**src/hdl/acs_pkg.sv**
```systemverilog
// Shared constants, types and functions of the converter sequencer
package acs_pkg;

  // Register indexes; the bus byte address is four times the index
  localparam logic [15:0] CTRL_INDEX      = 16'hfe58;
  localparam logic [15:0] MODE_INDEX      = 16'hfe59;
  localparam logic [15:0] RESULT_LO_INDEX = 16'hfe5a;
  localparam logic [15:0] RESULT_HI_INDEX = 16'hfe5b;

  // Reset values
  localparam logic [7:0] CTRL_RESET      = 8'h00;
  localparam logic [7:0] MODE_RESET      = 8'h00;
  localparam logic [7:0] RESULT_LO_RESET = 8'h00;
  localparam logic [7:0] RESULT_HI_RESET = 8'h00;

  // Control register fields
  localparam int CTRL_CHAN_MSB  = 7;
  localparam int CTRL_CHAN_LSB  = 4;
  localparam int CTRL_FIXED_BIT = 3;
  localparam int CTRL_GO_BIT    = 2;
  localparam int CTRL_DONE_BIT  = 1;
  localparam int CTRL_IE_BIT    = 0;

  // Mode register fields
  localparam int MODE_RES_BIT    = 6;
  localparam int MODE_TIME_MID   = 1;
  localparam int MODE_TIME_LSB   = 0;

  // Low result byte fields
  localparam int LO_DATA_MSB    = 7;
  localparam int LO_DATA_LSB    = 4;
  localparam int LO_FIXED_MSB   = 3;
  localparam int LO_FIXED_LSB   = 1;
  localparam int LO_TIME_MSB    = 0;

  // Conversion time formula terms, in thirds of a cycle-clock period
  localparam logic [14:0] BASE_12BIT = 15'h0034;
  localparam logic [14:0] BASE_8BIT  = 15'h0020;
  localparam logic [14:0] TIME_ADD   = 15'h0002;

  // One third of the cycle-clock period, and the system clock period
  localparam int TICK_NS     = 50;
  localparam int CLOCK_NS    = 50;
  localparam int TICK_CYCLES = (TICK_NS + CLOCK_NS - 1) / CLOCK_NS;

  typedef struct packed {
    logic        cyc;
    logic        stb;
    logic        we;
    logic [3:0]  sel;
    logic [31:0] adr;
    logic [31:0] dat;
  } acs_wb_req_type;

  typedef struct packed {
    logic        ack;
    logic [31:0] dat;
  } acs_wb_rsp_type;

  typedef enum logic [1:0] {ACS_IDLE, ACS_CONVERT} acs_state_type;

  // Length of one conversion in thirds of a cycle-clock period
  function automatic logic [14:0] acs_conv_ticks(input logic [2:0] code,
                                                 input logic       res8,
                                                 input logic       dbl);
    logic [14:0] ticks;
    ticks = ((res8 ? BASE_8BIT : BASE_12BIT) << code) + TIME_ADD;
    return dbl ? (ticks << 1) : ticks;
  endfunction : acs_conv_ticks

endpackage : acs_pkg

```
**src/hdl/acs_tick_divider.sv**
```systemverilog
// Enable pulse at three times the cycle-clock rate
`timescale 1ns/10ps
`default_nettype none
module acs_tick_divider
  import acs_pkg::*;
(
  input  wire logic clock,
  input  wire logic reset,
  output logic      tick
);

  logic [7:0] divCount;

  always_ff @(posedge clock or posedge reset) begin
    if (reset) begin
      divCount <= 8'h00;
    end else if (divCount == 8'(TICK_CYCLES - 1)) begin
      divCount <= 8'h00;
    end else begin
      divCount <= divCount + 8'h01;
    end
  end

  assign tick = (divCount == 8'(TICK_CYCLES - 1));

endmodule : acs_tick_divider
`default_nettype wire

```
**src/hdl/acs_conv_timer.sv**
```systemverilog
// Down counter that times one conversion in ticks
`timescale 1ns/10ps
`default_nettype none
module acs_conv_timer
  import acs_pkg::*;
(
  input  wire logic        clock,
  input  wire logic        reset,
  input  wire logic        tick,
  input  wire logic        load,
  input  wire logic        abort,
  input  wire logic [14:0] loadTicks,
  output logic             running,
  output logic             expired
);

  logic [14:0] remain;

  always_ff @(posedge clock or posedge reset) begin
    if (reset) begin
      remain <= 15'h0000;
    end else if (abort) begin
      remain <= 15'h0000;
    end else if (load) begin
      remain <= loadTicks;
    end else if (tick && remain != 15'h0000) begin
      remain <= remain - 15'h0001;
    end
  end

  assign running = (remain != 15'h0000);
  assign expired = tick && (remain == 15'h0001) && !abort && !load;

endmodule : acs_conv_timer
`default_nettype wire

```
**src/hdl/acs_sequencer.sv**
```systemverilog
// Conversion sequencer of the successive-approximation converter
`timescale 1ns/10ps
`default_nettype none
module acs_sequencer
  import acs_pkg::*;
(
  input  wire logic           clock,
  input  wire logic           reset,
  input  wire acs_wb_req_type wbReq,
  output acs_wb_rsp_type      wbRsp,
  input  wire logic [11:0]    sarData,
  output logic [3:0]          channelSel,
  output logic                convRun,
  output logic                resolution8,
  output logic                convIrq
);

  // Register state
  logic [7:0]    convControlReg;
  logic [7:0]    convModeReg;
  logic [7:0]    resultLowReg;
  logic [7:0]    resultHighReg;
  logic          warmupPending;
  logic [14:0]   loadedTicks;
  acs_state_type state;

  // Bus decode
  logic          busReq;
  logic          busWrite;
  logic [15:0]   regIndex;
  logic          hitCtrl;
  logic          hitMode;
  logic          hitLow;
  logic          hitHigh;
  logic [7:0]    writeByte;
  logic [7:0]    next_readByte;

  // Sequencing
  logic          tick;
  logic          startConv;
  logic          abortConv;
  logic          finish;
  logic          timerRunning;
  logic [2:0]    timeCode;
  logic          next_double;
  logic [14:0]   next_ticks;

  // Bus slave: one wait state, ack dropped in the cycle after it is given
  assign busReq    = wbReq.cyc && wbReq.stb && !wbRsp.ack;
  assign busWrite  = busReq && wbReq.we && wbReq.sel[0];
  assign regIndex  = wbReq.adr[17:2];
  assign writeByte = wbReq.dat[7:0];

  always_comb begin
    hitCtrl = 1'b0;
    hitMode = 1'b0;
    hitLow  = 1'b0;
    hitHigh = 1'b0;
    if (wbReq.adr[31:18] != 14'h0000 || wbReq.adr[1:0] != 2'h0) begin
      hitCtrl = 1'b0;
    end else if (regIndex == CTRL_INDEX) begin
      hitCtrl = 1'b1;
    end else if (regIndex == MODE_INDEX) begin
      hitMode = 1'b1;
    end else if (regIndex == RESULT_LO_INDEX) begin
      hitLow = 1'b1;
    end else if (regIndex == RESULT_HI_INDEX) begin
      hitHigh = 1'b1;
    end
  end

  always_comb begin
    if (hitCtrl) begin
      next_readByte = convControlReg;
    end else if (hitMode) begin
      next_readByte = convModeReg;
    end else if (hitLow) begin
      next_readByte = resultLowReg;
    end else if (hitHigh) begin
      next_readByte = resultHighReg;
    end else begin
      next_readByte = 8'h00;
    end
  end

  // Unmapped addresses still ack and read as zero so the master never hangs
  always_ff @(posedge clock or posedge reset) begin
    if (reset) begin
      wbRsp <= '0;
    end else begin
      wbRsp.ack <= busReq;
      wbRsp.dat <= busReq ? {24'h000000, next_readByte} : 32'h00000000;
    end
  end

  // Conversion time code, most significant bit lives in the low result byte
  assign timeCode = {resultLowReg[LO_TIME_MSB], convModeReg[MODE_TIME_MID],
                     convModeReg[MODE_TIME_LSB]};

  // Start on a write that sets go while idle; abort on a write that clears it
  assign startConv = busWrite && hitCtrl && writeByte[CTRL_GO_BIT] && (state == ACS_IDLE);
  assign abortConv = busWrite && hitCtrl && !writeByte[CTRL_GO_BIT]
                     && (state == ACS_CONVERT);

  assign next_double = !convModeReg[MODE_RES_BIT] && warmupPending;
  assign next_ticks  = acs_conv_ticks(timeCode, convModeReg[MODE_RES_BIT],
                                      next_double);

  acs_tick_divider u_divider (
    .clock (clock),
    .reset (reset),
    .tick  (tick)
  );

  acs_conv_timer u_timer (
    .clock     (clock),
    .reset     (reset),
    .tick      (tick),
    .load      (startConv),
    .abort     (abortConv),
    .loadTicks (next_ticks),
    .running   (timerRunning),
    .expired   (finish)
  );

  // Sequencer state; reset drops any conversion in flight
  always_ff @(posedge clock or posedge reset) begin
    if (reset) begin
      state <= ACS_IDLE;
    end else begin
      case (state)
        ACS_IDLE: begin
          if (startConv) begin
            state <= ACS_CONVERT;
          end
        end
        ACS_CONVERT: begin
          if (finish || abortConv) begin
            state <= ACS_IDLE;
          end
        end
        default: begin
          state <= ACS_IDLE;
        end
      endcase
    end
  end

  // Helper for checking: tick length loaded at the last start
  always_ff @(posedge clock or posedge reset) begin
    if (reset) begin
      loadedTicks <= 15'h0000;
    end else if (startConv) begin
      loadedTicks <= next_ticks;
    end
  end

  // Warm-up doubling pending after reset and after any 8-bit selection
  always_ff @(posedge clock or posedge reset) begin
    if (reset) begin
      warmupPending <= 1'b1;
    end else if (convModeReg[MODE_RES_BIT]) begin
      warmupPending <= 1'b1;
    end else if (finish) begin
      warmupPending <= 1'b0;
    end
  end

  // Control register; hardware set of done wins over a software clear
  always_ff @(posedge clock or posedge reset) begin
    if (reset) begin
      convControlReg <= CTRL_RESET;
    end else begin
      if (busWrite && hitCtrl) begin
        convControlReg[CTRL_CHAN_MSB:CTRL_CHAN_LSB] <= writeByte[CTRL_CHAN_MSB:CTRL_CHAN_LSB];
        convControlReg[CTRL_FIXED_BIT] <= writeByte[CTRL_FIXED_BIT];
        convControlReg[CTRL_IE_BIT]    <= writeByte[CTRL_IE_BIT];
        convControlReg[CTRL_DONE_BIT]  <= writeByte[CTRL_DONE_BIT];
        convControlReg[CTRL_GO_BIT]    <= writeByte[CTRL_GO_BIT];
      end
      if (finish) begin
        convControlReg[CTRL_DONE_BIT] <= 1'b1;
        convControlReg[CTRL_GO_BIT]   <= 1'b0;
      end
    end
  end

  always_ff @(posedge clock or posedge reset) begin
    if (reset) begin
      convModeReg <= MODE_RESET;
    end else if (busWrite && hitMode) begin
      convModeReg <= writeByte;
    end
  end

  // Result bytes; the converter writes them only at completion, and writes the low byte only in 12-bit mode
  always_ff @(posedge clock or posedge reset) begin
    if (reset) begin
      resultLowReg <= RESULT_LO_RESET;
    end else begin
      if (busWrite && hitLow) begin
        resultLowReg <= writeByte;
      end
      if (finish && !convModeReg[MODE_RES_BIT]) begin
        resultLowReg[LO_DATA_MSB:LO_DATA_LSB] <= sarData[3:0];
      end
    end
  end

  always_ff @(posedge clock or posedge reset) begin
    if (reset) begin
      resultHighReg <= RESULT_HI_RESET;
    end else if (finish) begin
      resultHighReg <= sarData[11:4];
    end else if (busWrite && hitHigh) begin
      resultHighReg <= writeByte;
    end
  end

  // Analog side
  assign channelSel  = convControlReg[CTRL_CHAN_MSB:CTRL_CHAN_LSB];
  assign convRun     = (state == ACS_CONVERT);
  assign resolution8 = convModeReg[MODE_RES_BIT];
  assign convIrq     = convControlReg[CTRL_IE_BIT]
                       && convControlReg[CTRL_DONE_BIT];

  // Helper for checking: ticks elapsed in the running conversion
  logic [14:0] elapsedTicks;

  always_ff @(posedge clock or posedge reset) begin
    if (reset) begin
      elapsedTicks <= 15'h0000;
    end else if (startConv) begin
      elapsedTicks <= 15'h0000;
    end else if (tick && state == ACS_CONVERT) begin
      elapsedTicks <= elapsedTicks + 15'h0001;
    end
  end

  a_done_clears_go: assert property (@(posedge clock) disable iff (reset)
    finish |=> convControlReg[CTRL_DONE_BIT] && !convControlReg[CTRL_GO_BIT]
               && state == ACS_IDLE)
    else $error("Completion did not set done and clear go");

  a_irq_on_done: assert property (@(posedge clock) disable iff (reset)
    finish && convControlReg[CTRL_IE_BIT] && !(busWrite && hitCtrl) |=> convIrq)
    else $error("Interrupt request missing at end of conversion");

  a_low_kept_8bit: assert property (@(posedge clock) disable iff (reset)
    finish && convModeReg[MODE_RES_BIT] && !(busWrite && hitLow) |=> $stable(resultLowReg))
    else $error("Low result byte changed in 8-bit mode");

  a_high_result: assert property (@(posedge clock) disable iff (reset)
    finish |=> resultHighReg == 8'($past(sarData) >> 4))
    else $error("High result byte not written at completion");

  a_low_nibble: assert property (@(posedge clock) disable iff (reset)
    finish && !convModeReg[MODE_RES_BIT]
    |=> resultLowReg[7:4] == 4'($past(sarData)))
    else $error("Low result nibble not written in 12-bit mode");

  a_abort_stops: assert property (@(posedge clock) disable iff (reset)
    abortConv |=> state == ACS_IDLE && !timerRunning ##1 !finish)
    else $error("Conversion kept running after go was cleared");

  a_timer_length: assert property (@(posedge clock) disable iff (reset)
    finish |-> elapsedTicks + 15'h0001 == loadedTicks)
    else $error("Conversion ended after the wrong number of ticks");

  a_double_first: assert property (@(posedge clock) disable iff (reset)
    startConv && !convModeReg[MODE_RES_BIT] && warmupPending
    |-> next_ticks == ((BASE_12BIT << timeCode) + TIME_ADD) << 1)
    else $error("First 12-bit conversion not doubled");

  a_normal_8bit: assert property (@(posedge clock) disable iff (reset)
    startConv && convModeReg[MODE_RES_BIT] |-> next_ticks == (BASE_8BIT << timeCode) + TIME_ADD)
    else $error("8-bit conversion time wrong");

  a_ratio_128: assert property (@(posedge clock) disable iff (reset)
    startConv && timeCode == 3'h7 && !convModeReg[MODE_RES_BIT] && !warmupPending
    |-> next_ticks == 15'h1a02)
    else $error("Slowest 12-bit time wrong");

  // Go bit and run state move together, so software polling go never sees a stale run
  a_run_matches_go: assert property (@(posedge clock) disable iff (reset)
    convRun == convControlReg[CTRL_GO_BIT])
    else $error("Run state and go bit disagree");

  a_done_held: assert property (@(posedge clock) disable iff (reset)
    convControlReg[CTRL_DONE_BIT] && !(busWrite && hitCtrl) |=> convControlReg[CTRL_DONE_BIT])
    else $error("Done flag cleared without a software write");

  a_start_runs: assert property (@(posedge clock) disable iff (reset)
    startConv |=> timerRunning && convRun)
    else $error("Start did not load the conversion timer");

  a_idle_no_finish: assert property (@(posedge clock) disable iff (reset)
    state == ACS_IDLE |-> !finish)
    else $error("Timer expired while no conversion was running");

  a_warm_clears: assert property (@(posedge clock) disable iff (reset)
    finish && !convModeReg[MODE_RES_BIT] |=> !warmupPending)
    else $error("Doubling still pending after a 12-bit conversion");

  a_warm_8bit: assert property (@(posedge clock) disable iff (reset)
    convModeReg[MODE_RES_BIT] |=> warmupPending)
    else $error("Doubling not armed by 8-bit selection");

  a_normal_12bit: assert property (@(posedge clock) disable iff (reset)
    startConv && !convModeReg[MODE_RES_BIT] && !warmupPending
    |-> next_ticks == (BASE_12BIT << timeCode) + TIME_ADD)
    else $error("Normal 12-bit conversion time wrong");

  a_ratio_one_8bit: assert property (@(posedge clock) disable iff (reset)
    startConv && timeCode == 3'h0 && convModeReg[MODE_RES_BIT] |-> next_ticks == 15'h0022)
    else $error("Fastest 8-bit time wrong");

  // An abort must leave the last good result in place for software
  a_abort_keeps: assert property (@(posedge clock) disable iff (reset)
    abortConv |=> $stable(resultHighReg))
    else $error("High result byte changed by an abort");

endmodule : acs_sequencer
`default_nettype wire

```
**config.mk**
```make
export PLATFORM = sky130hd
export DESIGN_NAME = acs_sequencer
export DESIGN_NICKNAME = d
export VERILOG_FILES = /design/src/hdl/acs_pkg.sv /design/src/hdl/acs_tick_divider.sv /design/src/hdl/acs_conv_timer.sv /design/src/hdl/acs_sequencer.sv
export SDC_FILE = /design/constraint.sdc
export NUM_CORES = 1
export LEC_CHECK = 0
export BUFFER_PORTS_ARGS = -buffer_cell sky130_fd_sc_hd__buf_2
export CAP_MARGIN = 20
export CORE_MARGIN = 3
export CORE_UTILIZATION = 57
export CTS_BUF_LIST = sky130_fd_sc_hd__clkbuf_8
export DETAILED_ROUTE_END_ITERATION = 8
export PLACE_DENSITY = 0.9
export SLEW_MARGIN = 25
export SYNTH_ARGS = -nofsm -noshare
export SYNTH_HDL_FRONTEND = slang
export SYNTH_SLANG_ARGS = --single-unit
export TNS_END_PERCENT = 30
```
**constraint.sdc**
```tcl
create_clock -name clock -period 4.48 [get_ports clock]
set_clock_uncertainty 0.2 [all_clocks]
set_input_delay 0.896 -clock clock [delete_from_list [all_inputs] [get_ports clock]]
set_output_delay 0.896 -clock clock [all_outputs]
set_load 0.1 [all_outputs]
```
==> impl_metrics.json, run 1 <==
{
  "syn_area_per_cell_um2": 9.507,
  "hold_end": "u_divider.divCount[7]$_DFF_PP0_",
  "crit_required_ns": 4.57,
  "rrSetupSlack_ns": 1.51,
  "cts_buffers": 9,
  "std_cell_rows": 29,
  "dp_hpwl_um": 6650,
  "yosysTopAreaCellShare_pct": 41.13,
  "clk_pin_slew_ns": 0.07,
  "coreArea_um2": 6531,
  "cts_max_level": 3,
  "cp_max_fo": 12,
  "die_x_um": 89.30,
  "met2WireLength_um": 4755,
  "critPathTopFamily": "simple AND/OR/NAND/NOR gates",
  "fmax_mhz": 309.6,
  "ctsResizeCount": 0,
  "combPwrFrac_pct": 37.1,
  "r2r_end": "u_timer.remain[3]$_DFFE_PP0P_",
  "routedWlPerCell_um": 17.15,
  "track_usage_pct": 25.68,
  "synth_top_family_by_area": "simple AND/OR/NAND/NOR gates",
  "initial_utilization_pct": 60.56,
  "slowest_stage": "o21ai_1",
  "yosys_warnings": 0,
  "ant_nets": 0,
  "yosys.area.top_type": "dfrtp_1",
  "drt-pass1-iter-count": 6,
  "drv_slew": 0,
  "die_h_um": 89.30,
  "status": "finished, final reports clean",
  "synthAdderAreaFrac_pct": 1.582,
  "netlist_area_um2": 3955,
  "critPathLaunchType": "primary input",
  "ys_seq_area_share_pct": 41.79,
  "routed.top_layer": "met4",
  "grt_overflow_total": 0,
  "tightest_slew_ns": 0.9063,
  "diodes": 0,
  "cp.arrival_ns": 3.31,
  "wl_met1_um": 3924,
  "clockRootBuffer": "clkbuf_8",
  "grt_max_degree": 39,
  "synth_xor_area_share_pct": 2.214,
  "drt_iter0_drc": 246,
  "synth-compound-area-share_pct": 16.23,
  "drive_above_1_share_pct": 25.68,
  "postCtsHoldBufs": 0,
  "drc_errors": 0,
  "fin_hold_ws_ns": 0.3032,
  "cp_slowest_stage_delay_ns": 0.73,
  "critPathKind": "primary input to register",
  "die-area_um2": 7974,
  "ys.flop_type": "dfrtp_1",
  "antenna_found_initial": 0,
  "hp-start": "u_divider.divCount[7]$_DFF_PP0_",
  "fin_tns_setup_ns": 0,
  "setup_viol": 0,
  "rsz0062_at_grt": "no",
  "nets": 564,
  "p_seq_share_pct": 35.4,
  "drv_cap": 0,
  "finalCritPeriodShare_pct": 72.10,
  "peakVddDrop_v": 0.0002772,
  "synthMuxAreaShare_pct": 8.352,
  "post_cts_buffers": 0,
  "ys_ff_latch": 66,
  "gp_congestion": 0.9103,
  "r2r_start": "u_timer.remain[8]$_DFFE_PP0P_",
  "p_leak_nw": 2.204,
  "p_switching_mw": 0.6576,
  "power_density_nw_per_um2": 408.5,
  "syn_inst": 416,
  "clkPwrFrac_pct": 27.5,
  "path_buf_inv": 1,
  "cts.sinks": 66,
  "grt_pass1_vias": 3323,
  "io_pins": 125,
  "viasPerCell": 6.113,
  "hold_viol_final": 0,
  "wl_um": 9536,
  "end_kind": "register",
  "met3_length_um": 706,
  "layout_min_cycle_time_ns": 3.230,
  "clock_path_buffers": 2,
  "cts_tree": "yes",
  "area_delta_synth_final_pct": 12.05,
  "yosysUniqueCellTypes": 60,
  "synthSimpleGateAreaFrac_pct": 20.47,
  "whs_path_depth": 1,
  "clkLatencyLatePin_ns": 0.36,
  "power.share.switching_pct": 36.32,
  "p_int_mw": 1.153,
  "io_buffers": 73,
  "r2r_cells": 6,
  "yosys-top-cells-area": "dfrtp_1 (41%), buf_4 (5.3%), mux2_2 (4.6%), mux2i_1 (3.8%), a32o_1 (3.0%)",
  "grt_pass1_wl_um": 15740,
  "synth_edf_count": 0,
  "hold_class": "register to register",
  "path_cells": "buf_2, nor4_1, nand4_1, or4_4, o21ai_1, a32o_1",
  "async_flop_share_pct": 100.0,
  "vias": 3399,
  "relSlewSlack_pct": 39.18
}
## registers in the layout, indices dropped and copies added, names as in the netlist
name	count
u_timer.remain	15
wbRsp	9
convControlReg	8
convModeReg	8
resultHighReg	8
resultLowReg	8
u_divider.divCount	8
state	1
warmupPending	1
## placed cells by master (no fill, tap or decap), types with 3 or more instances in the layout
cell       n
nor3_1     3
or4_1      3
a21oi_1   21
and3_1     3
and2_1     4
mux2_2    16
nand3_1   15
nand4_1    3
buf_4      6
nor2b_1    6
xnor2_1    9
o21ai_0   20
inv_1     10
nand3b_1   5
nor4_1     8
nor2_1    27
ha_1       5
nand2_1   27
mux2i_1   15
o31a_1     4
conb_1    24
a31oi_1    8
o21ai_1   11
clkbuf_8   9
or3_1      5
a32o_1    12
dfrtp_1   65
buf_2     73
nand2b_1  17
o311ai_0   6
## layer usage
layer	track usage [%]	vias up
met3	7.834	19
met2	41.80	150
met5	0	-
li1	-	1578
met4	6.766	0
met1	33.55	1652
## cell type report
cell class	count	area [um^2]
fill	509	2100
multi-input combinational	308	2039
sequential	66	1653
timing repair buffer	79	410.4
clock buffer	9	123.9
tap	77	96.34
clock inverter	7	71.32
inverter	10	37.54
## through the flow
stage	area [um^2]	worst slack [ns]	utilization [%]	total power, mW	cells
after floorplan	4041	1.198	-	1.208	439
after global placement	4237	1.002	64.87	1.280	540
after detailed placement	4237	0.9084	64.87	1.316	540
after CTS	4432	1.264	67.85	1.809	556
after global routing	4432	1.023	67.85	1.922	556
final	4432	1.250	67.85	1.810	556
## Yosys cell counts, types with 4 or more instances
cell,count
dfrtp_1,65
buf_4,28
nand2_1,27
nor2_1,27
a21oi_1,21
clkbuf_1,21
o21ai_0,20
nand2b_1,17
mux2_2,16
mux2i_1,15
nand3_1,15
a32o_1,12
o21ai_1,11
inv_1,10
xnor2_1,9
a31oi_1,8
nor4_1,8
nor2b_1,6
o311ai_0,6
ha_1,5
nand3b_1,5
or3_1,5
and2_1,4
o31a_1,4
## how the worst max path moves through the flow
stage / depth (start not counted) / slack, ns / startpoint / endpoint
final: 6 / 1.25 / wbReq[60] / u_timer.remain[3]$_DFFE_PP0P_
after floorplan: 8 / 1.20 / wbReq[51] / u_timer.remain[2]$_DFFE_PP0P_
after detailed placement: 6 / 0.91 / wbReq[60] / u_timer.remain[11]$_DFFE_PP0P_
after global routing: 6 / 1.02 / wbReq[60] / u_timer.remain[11]$_DFFE_PP0P_
after CTS: 6 / 1.26 / wbReq[60] / u_timer.remain[3]$_DFFE_PP0P_
after global placement: 6 / 1.00 / wbReq[39] / u_timer.remain[3]$_DFFE_PP0P_
## worst register-to-register path: cells and delay by family (launching register included)
family	cells	cell delay, ns
AOI/OAI and AO/OA	4	1.12
and+or+nand+nor	2	1.13
DFF	1	0.40
## cells by family (layout without fill, tap and decap cells)
logic type | after synthesis | after routing
muxes | 31 | 31
adders and majority gates | 5 | 5
DFF | 66 | 66
other | 1 | 24
xor gates and xnor gates | 10 | 10
AOI/OAI and AO/OA | 96 | 96
and+or+nand+nor | 142 | 142
buffers and inverters | 65 | 105
## power groups by stage
stage          clock [mW]  sequential, mW  combinational, mW
3_3_place_gp            0           0.651              0.629
4_1_cts             0.505           0.641              0.664
2_1_floorplan           0           0.653              0.556
6_report            0.498           0.641              0.671
3_5_place_dp            0           0.652              0.664
5_1_grt             0.532           0.643              0.747
(Power assumes the default switching activity.)
==> inputs of run 2 (changes only) <==
Settings changed: CORE_UTILIZATION 57 to 53, PLACE_DENSITY 0.9 to 0.85.
Clock period 4.48 ns to 3.2 ns, I/O delays scaled along.
==> run 2 against run 1 <==
Net effect:
- core utilization fell by 3.5 points
- sequential cell count is the same
- clock power grew 29%
- setup slack worse by 0.90 ns
- largest cell class unchanged
==> impl_metrics.json, run 2 (synthesis results as in run 1) <==
{
  "peakVddDrop_v": 0.0002716,
  "power.share.switching_pct": 37.50,
  "cp_max_fo": 12,
  "rsz0062_at_grt": "no",
  "grt_pass1_vias": 3263,
  "clk_pin_slew_ns": 0.08,
  "cp_slowest_stage_delay_ns": 0.58,
  "ctsResizeCount": 0,
  "final_cell_mix": "buf_2 (73), dfrtp_1 (65), nand2_1 (27), nor2_1 (27), conb_1 (24)",
  "crit_required_ns": 3.24,
  "setup_viol": 0,
  "gp_congestion": 0.8101,
  "p_leak_nw": 2.233,
  "antenna_found_initial": 0,
  "hold_viol_final": 0,
  "relSlewSlack_pct": 53.34,
  "postCtsHoldBufs": 0,
  "stdcell_count": 582,
  "cts_tree": "yes",
  "area_delta_synth_final_pct": 14.17,
  "p_int_mw": 1.582,
  "grt_overflow_total": 0,
  "finalCritPeriodShare_pct": 88.97,
  "crit_top_cell": "or4_4",
  "io_pins": 125,
  "cp.arrival_ns": 2.89,
  "routedWlPerCell_um": 16.07,
  "viasPerCell": 5.704,
  "nets": 571,
  "dp_cells": 566,
  "die-area_um2": 8535,
  "ant_nets": 0,
  "critPathLaunchType": "primary input",
  "path_buf_inv": 1,
  "clockRootBuffer": "clkbuf_8",
  "grt_pass1_wl_um": 15610,
  "vias": 3320,
  "layout_min_cycle_time_ns": 2.847,
  "top_regs": "u_timer.remain: 15 flops, wbRsp: 9 flops",
  "drc_errors": 0,
  "post_dp_cell_area_um2": 4338,
  "cts.sinks": 66,
  "critPathTopFamily": "simple AND/OR/NAND/NOR gates",
  "power_mw": 2.530,
  "clkLatencyLatePin_ns": 0.36,
  "fin_hold_ws_ns": 0.1944,
  "initial_utilization_pct": 56.35,
  "io_buffers": 73,
  "fin_tns_setup_ns": 0,
  "drive_above_1_share_pct": 26.95,
  "diodes": 0,
  "drt_iter0_drc": 132,
  "clkPwrFrac_pct": 25.4,
  "post_cts_buffers": 0,
  "status": "finished, final reports clean",
  "fmax_mhz": 351.3,
  "die_h_um": 92.39,
  "largest-register": "u_timer.remain",
  "cts_buffers": 9,
  "combPwrFrac_pct": 39.1,
  "final_common_cell": "buf_2",
  "drv_slew": 0,
  "wl_um": 9355,
  "dp_hpwl_um": 6724,
  "final_cell_area_um2": 4516,
  "coreArea_um2": 7019,
  "path_cells": "buf_2, nand4bb_1, or4_4, or4_4, or3_4, mux2i_1, a32o_1",
  "rrSetupSlack_ns": 0.48,
  "hold_class": "primary input to async pin",
  "end_kind": "register",
  "cts_max_level": 3,
  "critPathKind": "primary input to register",
  "clock_path_buffers": 2,
  "largest_reg_flops": 15,
  "std_cell_rows": 30,
  "drv_cap": 0,
  "p_switching_mw": 0.9487,
  "p_seq_share_pct": 35.5,
  "track_usage_pct": 22.67,
  "tightest_slew_ns": 0.6989,
  "slowest_stage": "or4_4",
  "grt_max_degree": 36,
  "power_density_nw_per_um2": 560.3,
  "drt-pass1-iter-count": 5,
  "die_x_um": 92.39
}
run 2: cell count changes in the layout (fill, tap and decap cells not counted):
cell / change
clkinvlp_4: +1
bufinv_16: -1
buf_12: +2
clkinv_4: -1
buf_4: +5
inv_6: +2
inv_1: -1
run 2: final cells by class:
| class | instances | area [um^2] |
|---|---|---|
| Fill cell | 603 | 2504 |
| Multi-Input combinational cell | 308 | 2039 |
| Sequential cell | 66 | 1653 |
| Timing Repair Buffer | 86 | 488.0 |
| Clock buffer | 9 | 123.9 |
| Tap cell | 96 | 120.1 |
| Clock inverter | 7 | 53.80 |
| Inverter | 10 | 37.54 |
run 2: per-layer routing:
metal	wire length, um	global-route usage, %	vias up
met2	4828	38.07	89
met4	108	6.436	0
li1	-	-	1585
met1	3983	29.18	1635
met5	0	0	-
met3	434	5.361	11
run 2: worst paths after layout:
path                                                  from                               to  depth (start not counted)
setup / recovery                                 wbReq[51]   u_timer.remain[12]$_DFFE_PP0P_                          7
max in group asynchronous                            reset               wbRsp[3]$_DFF_PP0_                          3
setup reg to reg             u_timer.remain[8]$_DFFE_PP0P_   u_timer.remain[12]$_DFFE_PP0P_                          7
hold / removal                                       reset  u_divider.divCount[3]$_DFF_PP0_                          2
hold reg to reg            u_divider.divCount[7]$_DFF_PP0_  u_divider.divCount[7]$_DFF_PP0_                          1
min in group clock         u_divider.divCount[7]$_DFF_PP0_  u_divider.divCount[7]$_DFF_PP0_                          1
run 2: power by group through the flow:
| stage | clock network, mW | registers [mW] | logic [mW] |
|---|---|---|---|
| 2_1_floorplan | 0 | 0.914 | 0.778 |
| 3_3_place_gp | 0 | 0.911 | 0.937 |
| 3_5_place_dp | 0 | 0.913 | 0.981 |
| 4_1_cts | 0.654 | 0.896 | 0.987 |
| 5_1_grt | 0.697 | 0.900 | 1.10 |
| 6_report | 0.643 | 0.897 | 0.991 |
run 2: per-stage QoR:
stage	worst slack [ns]	util, %
floorplan	0.1739	-
global placement	0.05870	61.80
detailed placement	0.002097	61.80
CTS	0.3753	64.33
global route	0.2011	64.33
finish	0.3531	64.33
==> inputs of run 3 (changes only) <==
--- a/config.mk
+++ b/config.mk
@@ -10,6 +10,6 @@
 export CORE_MARGIN = 3
-export CORE_UTILIZATION = 53
+export CORE_UTILIZATION = 32
 export CTS_BUF_LIST = sky130_fd_sc_hd__clkbuf_8
 export DETAILED_ROUTE_END_ITERATION = 8
-export PLACE_DENSITY = 0.85
+export PLACE_DENSITY = 0.56
 export SLEW_MARGIN = 25
--- a/constraint.sdc
+++ b/constraint.sdc
@@ -4,2 +4,2 @@
 set_output_delay 0.64 -clock clock [all_outputs]
-set_load 0.1 [all_outputs]
+set_load 0.05 [all_outputs]
==> run 3 against run 2 <==
Net effect:
- power increased by 3.6%
- first-iteration DRC count rose by 39%
- clock power is 24% higher
- combinational power decreased by 6.7%
- wire length grew 5.1%
- clock-buffer cell count unchanged
- hold slack worse by 0.035 ns
- sequential cell count stayed put
- setup slack gained 0.062 ns
- via count down 1.0%
- critical path type unchanged
==> impl_metrics.json, run 3 (synthesis results as in run 1) <==
{
  "status": "finished, final reports clean",
  "r2r_cells": 7,
  "stdcell_count": 655,
  "rrSetupSlack_ns": 0.65,
  "finalCritPeriodShare_pct": 87.04,
  "hold_viol_final": 0,
  "coreArea_um2": 11760,
  "largest-register": "u_timer.remain",
  "grt_pass1_vias": 3053,
  "die_x_um": 117.2,
  "grt_overflow_total": 0,
  "dp_hpwl_um": 7197,
  "p_leak_nw": 2.278,
  "ant_nets": 0,
  "track_usage_pct": 14.58,
  "gp_congestion": 0.8286,
  "clk_pin_slew_ns": 0.08,
  "area_delta_synth_final_pct": 18.16,
  "peakVddDrop_v": 0.0002614,
  "final_common_cell": "buf_2",
  "power_mw": 2.621,
  "top_regs": "u_timer.remain: 15 flops, wbRsp: 9 flops",
  "viasPerCell": 5.017,
  "clkLatencyLatePin_ns": 0.36,
  "die_h_um": 117.2,
  "final_cell_area_um2": 4673,
  "critPathKind": "primary input to register",
  "critPathLaunchType": "primary input",
  "cts_buffers": 9,
  "clockRootBuffer": "clkbuf_8",
  "grt_max_degree": 31,
  "die-area_um2": 13730,
  "end_kind": "register",
  "slowest_stage": "or4_4",
  "ctsResizeCount": 0,
  "rsz0062_at_grt": "no",
  "io_pins": 125,
  "setup_ws_ns": 0.4148,
  "r2r_end": "u_timer.remain[1]$_DFFE_PP0P_",
  "clock_path_buffers": 2,
  "multiInputGateArea_um2": 2039,
  "fin_tns_setup_ns": 0,
  "path_cells": "buf_2, nand4bb_1, or4_4, or4_4, or3_4, mux2i_1, a32o_1",
  "final_cell_mix": "buf_2 (73), dfrtp_1 (65), nand2_1 (27), nor2_1 (27), conb_1 (24)",
  "drv_cap": 0,
  "cts_max_level": 3,
  "drt_iter0_drc": 183,
  "relSlewSlack_pct": 53.76,
  "final_util_pct": 39.74,
  "cts.sinks": 66,
  "diodes": 0,
  "fillers": 1210,
  "initial_utilization_pct": 33.63,
  "fmax_mhz": 359.0,
  "drt-pass1-iter-count": 4,
  "routedWlPerCell_um": 15.02,
  "postCtsHoldBufs": 0,
  "layout_min_cycle_time_ns": 2.785,
  "wl_um": 9836,
  "drive_above_1_share_pct": 27.70,
  "fin_hold_ws_ns": 0.1595,
  "largest_reg_flops": 15,
  "cp_slowest_stage_delay_ns": 0.57,
  "drc_errors": 0,
  "post_dp_cell_area_um2": 4448,
  "dp_cells": 639,
  "setup_viol": 0,
  "io_buffers": 73,
  "vias": 3286,
  "cp_max_fo": 12,
  "drv_slew": 0,
  "antenna_found_initial": 0,
  "seqCellArea_um2": 1653,
  "pre_cts_slack_ns": 0.04555,
  "power_density_nw_per_um2": 560.9,
  "r2r_start": "u_timer.remain[10]$_DFFE_PP0P_",
  "tightest_slew_ns": 0.6894,
  "hold_class": "primary input to async pin",
  "cp.arrival_ns": 2.83,
  "cts_tree": "yes",
  "post_cts_buffers": 0,
  "grt_pass1_wl_um": 15540,
  "crit_top_cell": "or4_4",
  "crit_required_ns": 3.24,
  "nets": 576,
  "std_cell_rows": 39
}
-- run 3: cell types whose count changed in the layout (fill, tap and decap cells not counted) --
cell	previous run	this run
buf_12	2	1
buf_4	11	17
bufinv_16	0	2
clkinv_2	1	0
clkinvlp_4	3	2
-- run 3: worst max-delay path, delay by kind of cell --
kind | cells | cell delay [ns]
buffers and inverters | 1 | 0.09
AND/OR/NAND/NOR | 4 | 1.73
multiplexers | 1 | 0.15
AO/OA/AOI/OAI | 1 | 0.20
-- run 3: area by class of cell --
cell class                      instances  share of cell area (%)
Inverter                               10                  0.8032
Multi-Input combinational cell        308                   43.64
Timing Repair Buffer                   91                   10.98
Sequential cell                        66                   35.37
Clock inverter                          7                   2.169
Tap cell                              164                   4.391
Clock buffer                            9                   2.651
-- run 3: worst max path at each step --
stage | from | to | slack (ns) | cells after the start
5_1_grt | wbReq[51] | u_timer.remain[9]$_DFFE_PP0P_ | 0.37 | 6
6_report | wbReq[51] | u_timer.remain[12]$_DFFE_PP0P_ | 0.41 | 7
2_1_floorplan | wbReq[51] | u_timer.remain[2]$_DFFE_PP0P_ | 0.17 | 8
4_1_cts | wbReq[51] | u_timer.remain[12]$_DFFE_PP0P_ | 0.43 | 7
3_3_place_gp | wbReq[51] | u_timer.remain[12]$_DFFE_PP0P_ | 0.05 | 7
3_5_place_dp | wbReq[51] | u_timer.remain[7]$_DFFE_PP0P_ | 0.05 | 6
-- run 3: per-layer routing --
layer | GRT usage (%) | wire length [um] | vias to the layer above
met5 | 0 | 0 | -
met4 | 4.281 | 114 | 0
met3 | 3.342 | 317 | 12
met2 | 23.53 | 4921 | 68
met1 | 19.56 | 4483 | 1611
li1 | - | - | 1595
-- run 3: power breakdown --
group	total (mW)	leakage [nW]	switching, mW	internal, mW
combinational	0.925	1.26	0.507	0.418
clock	0.800	0.106	0.355	0.445
sequential	0.896	0.908	0.0155	0.881
total	2.62	2.28	0.878	1.74
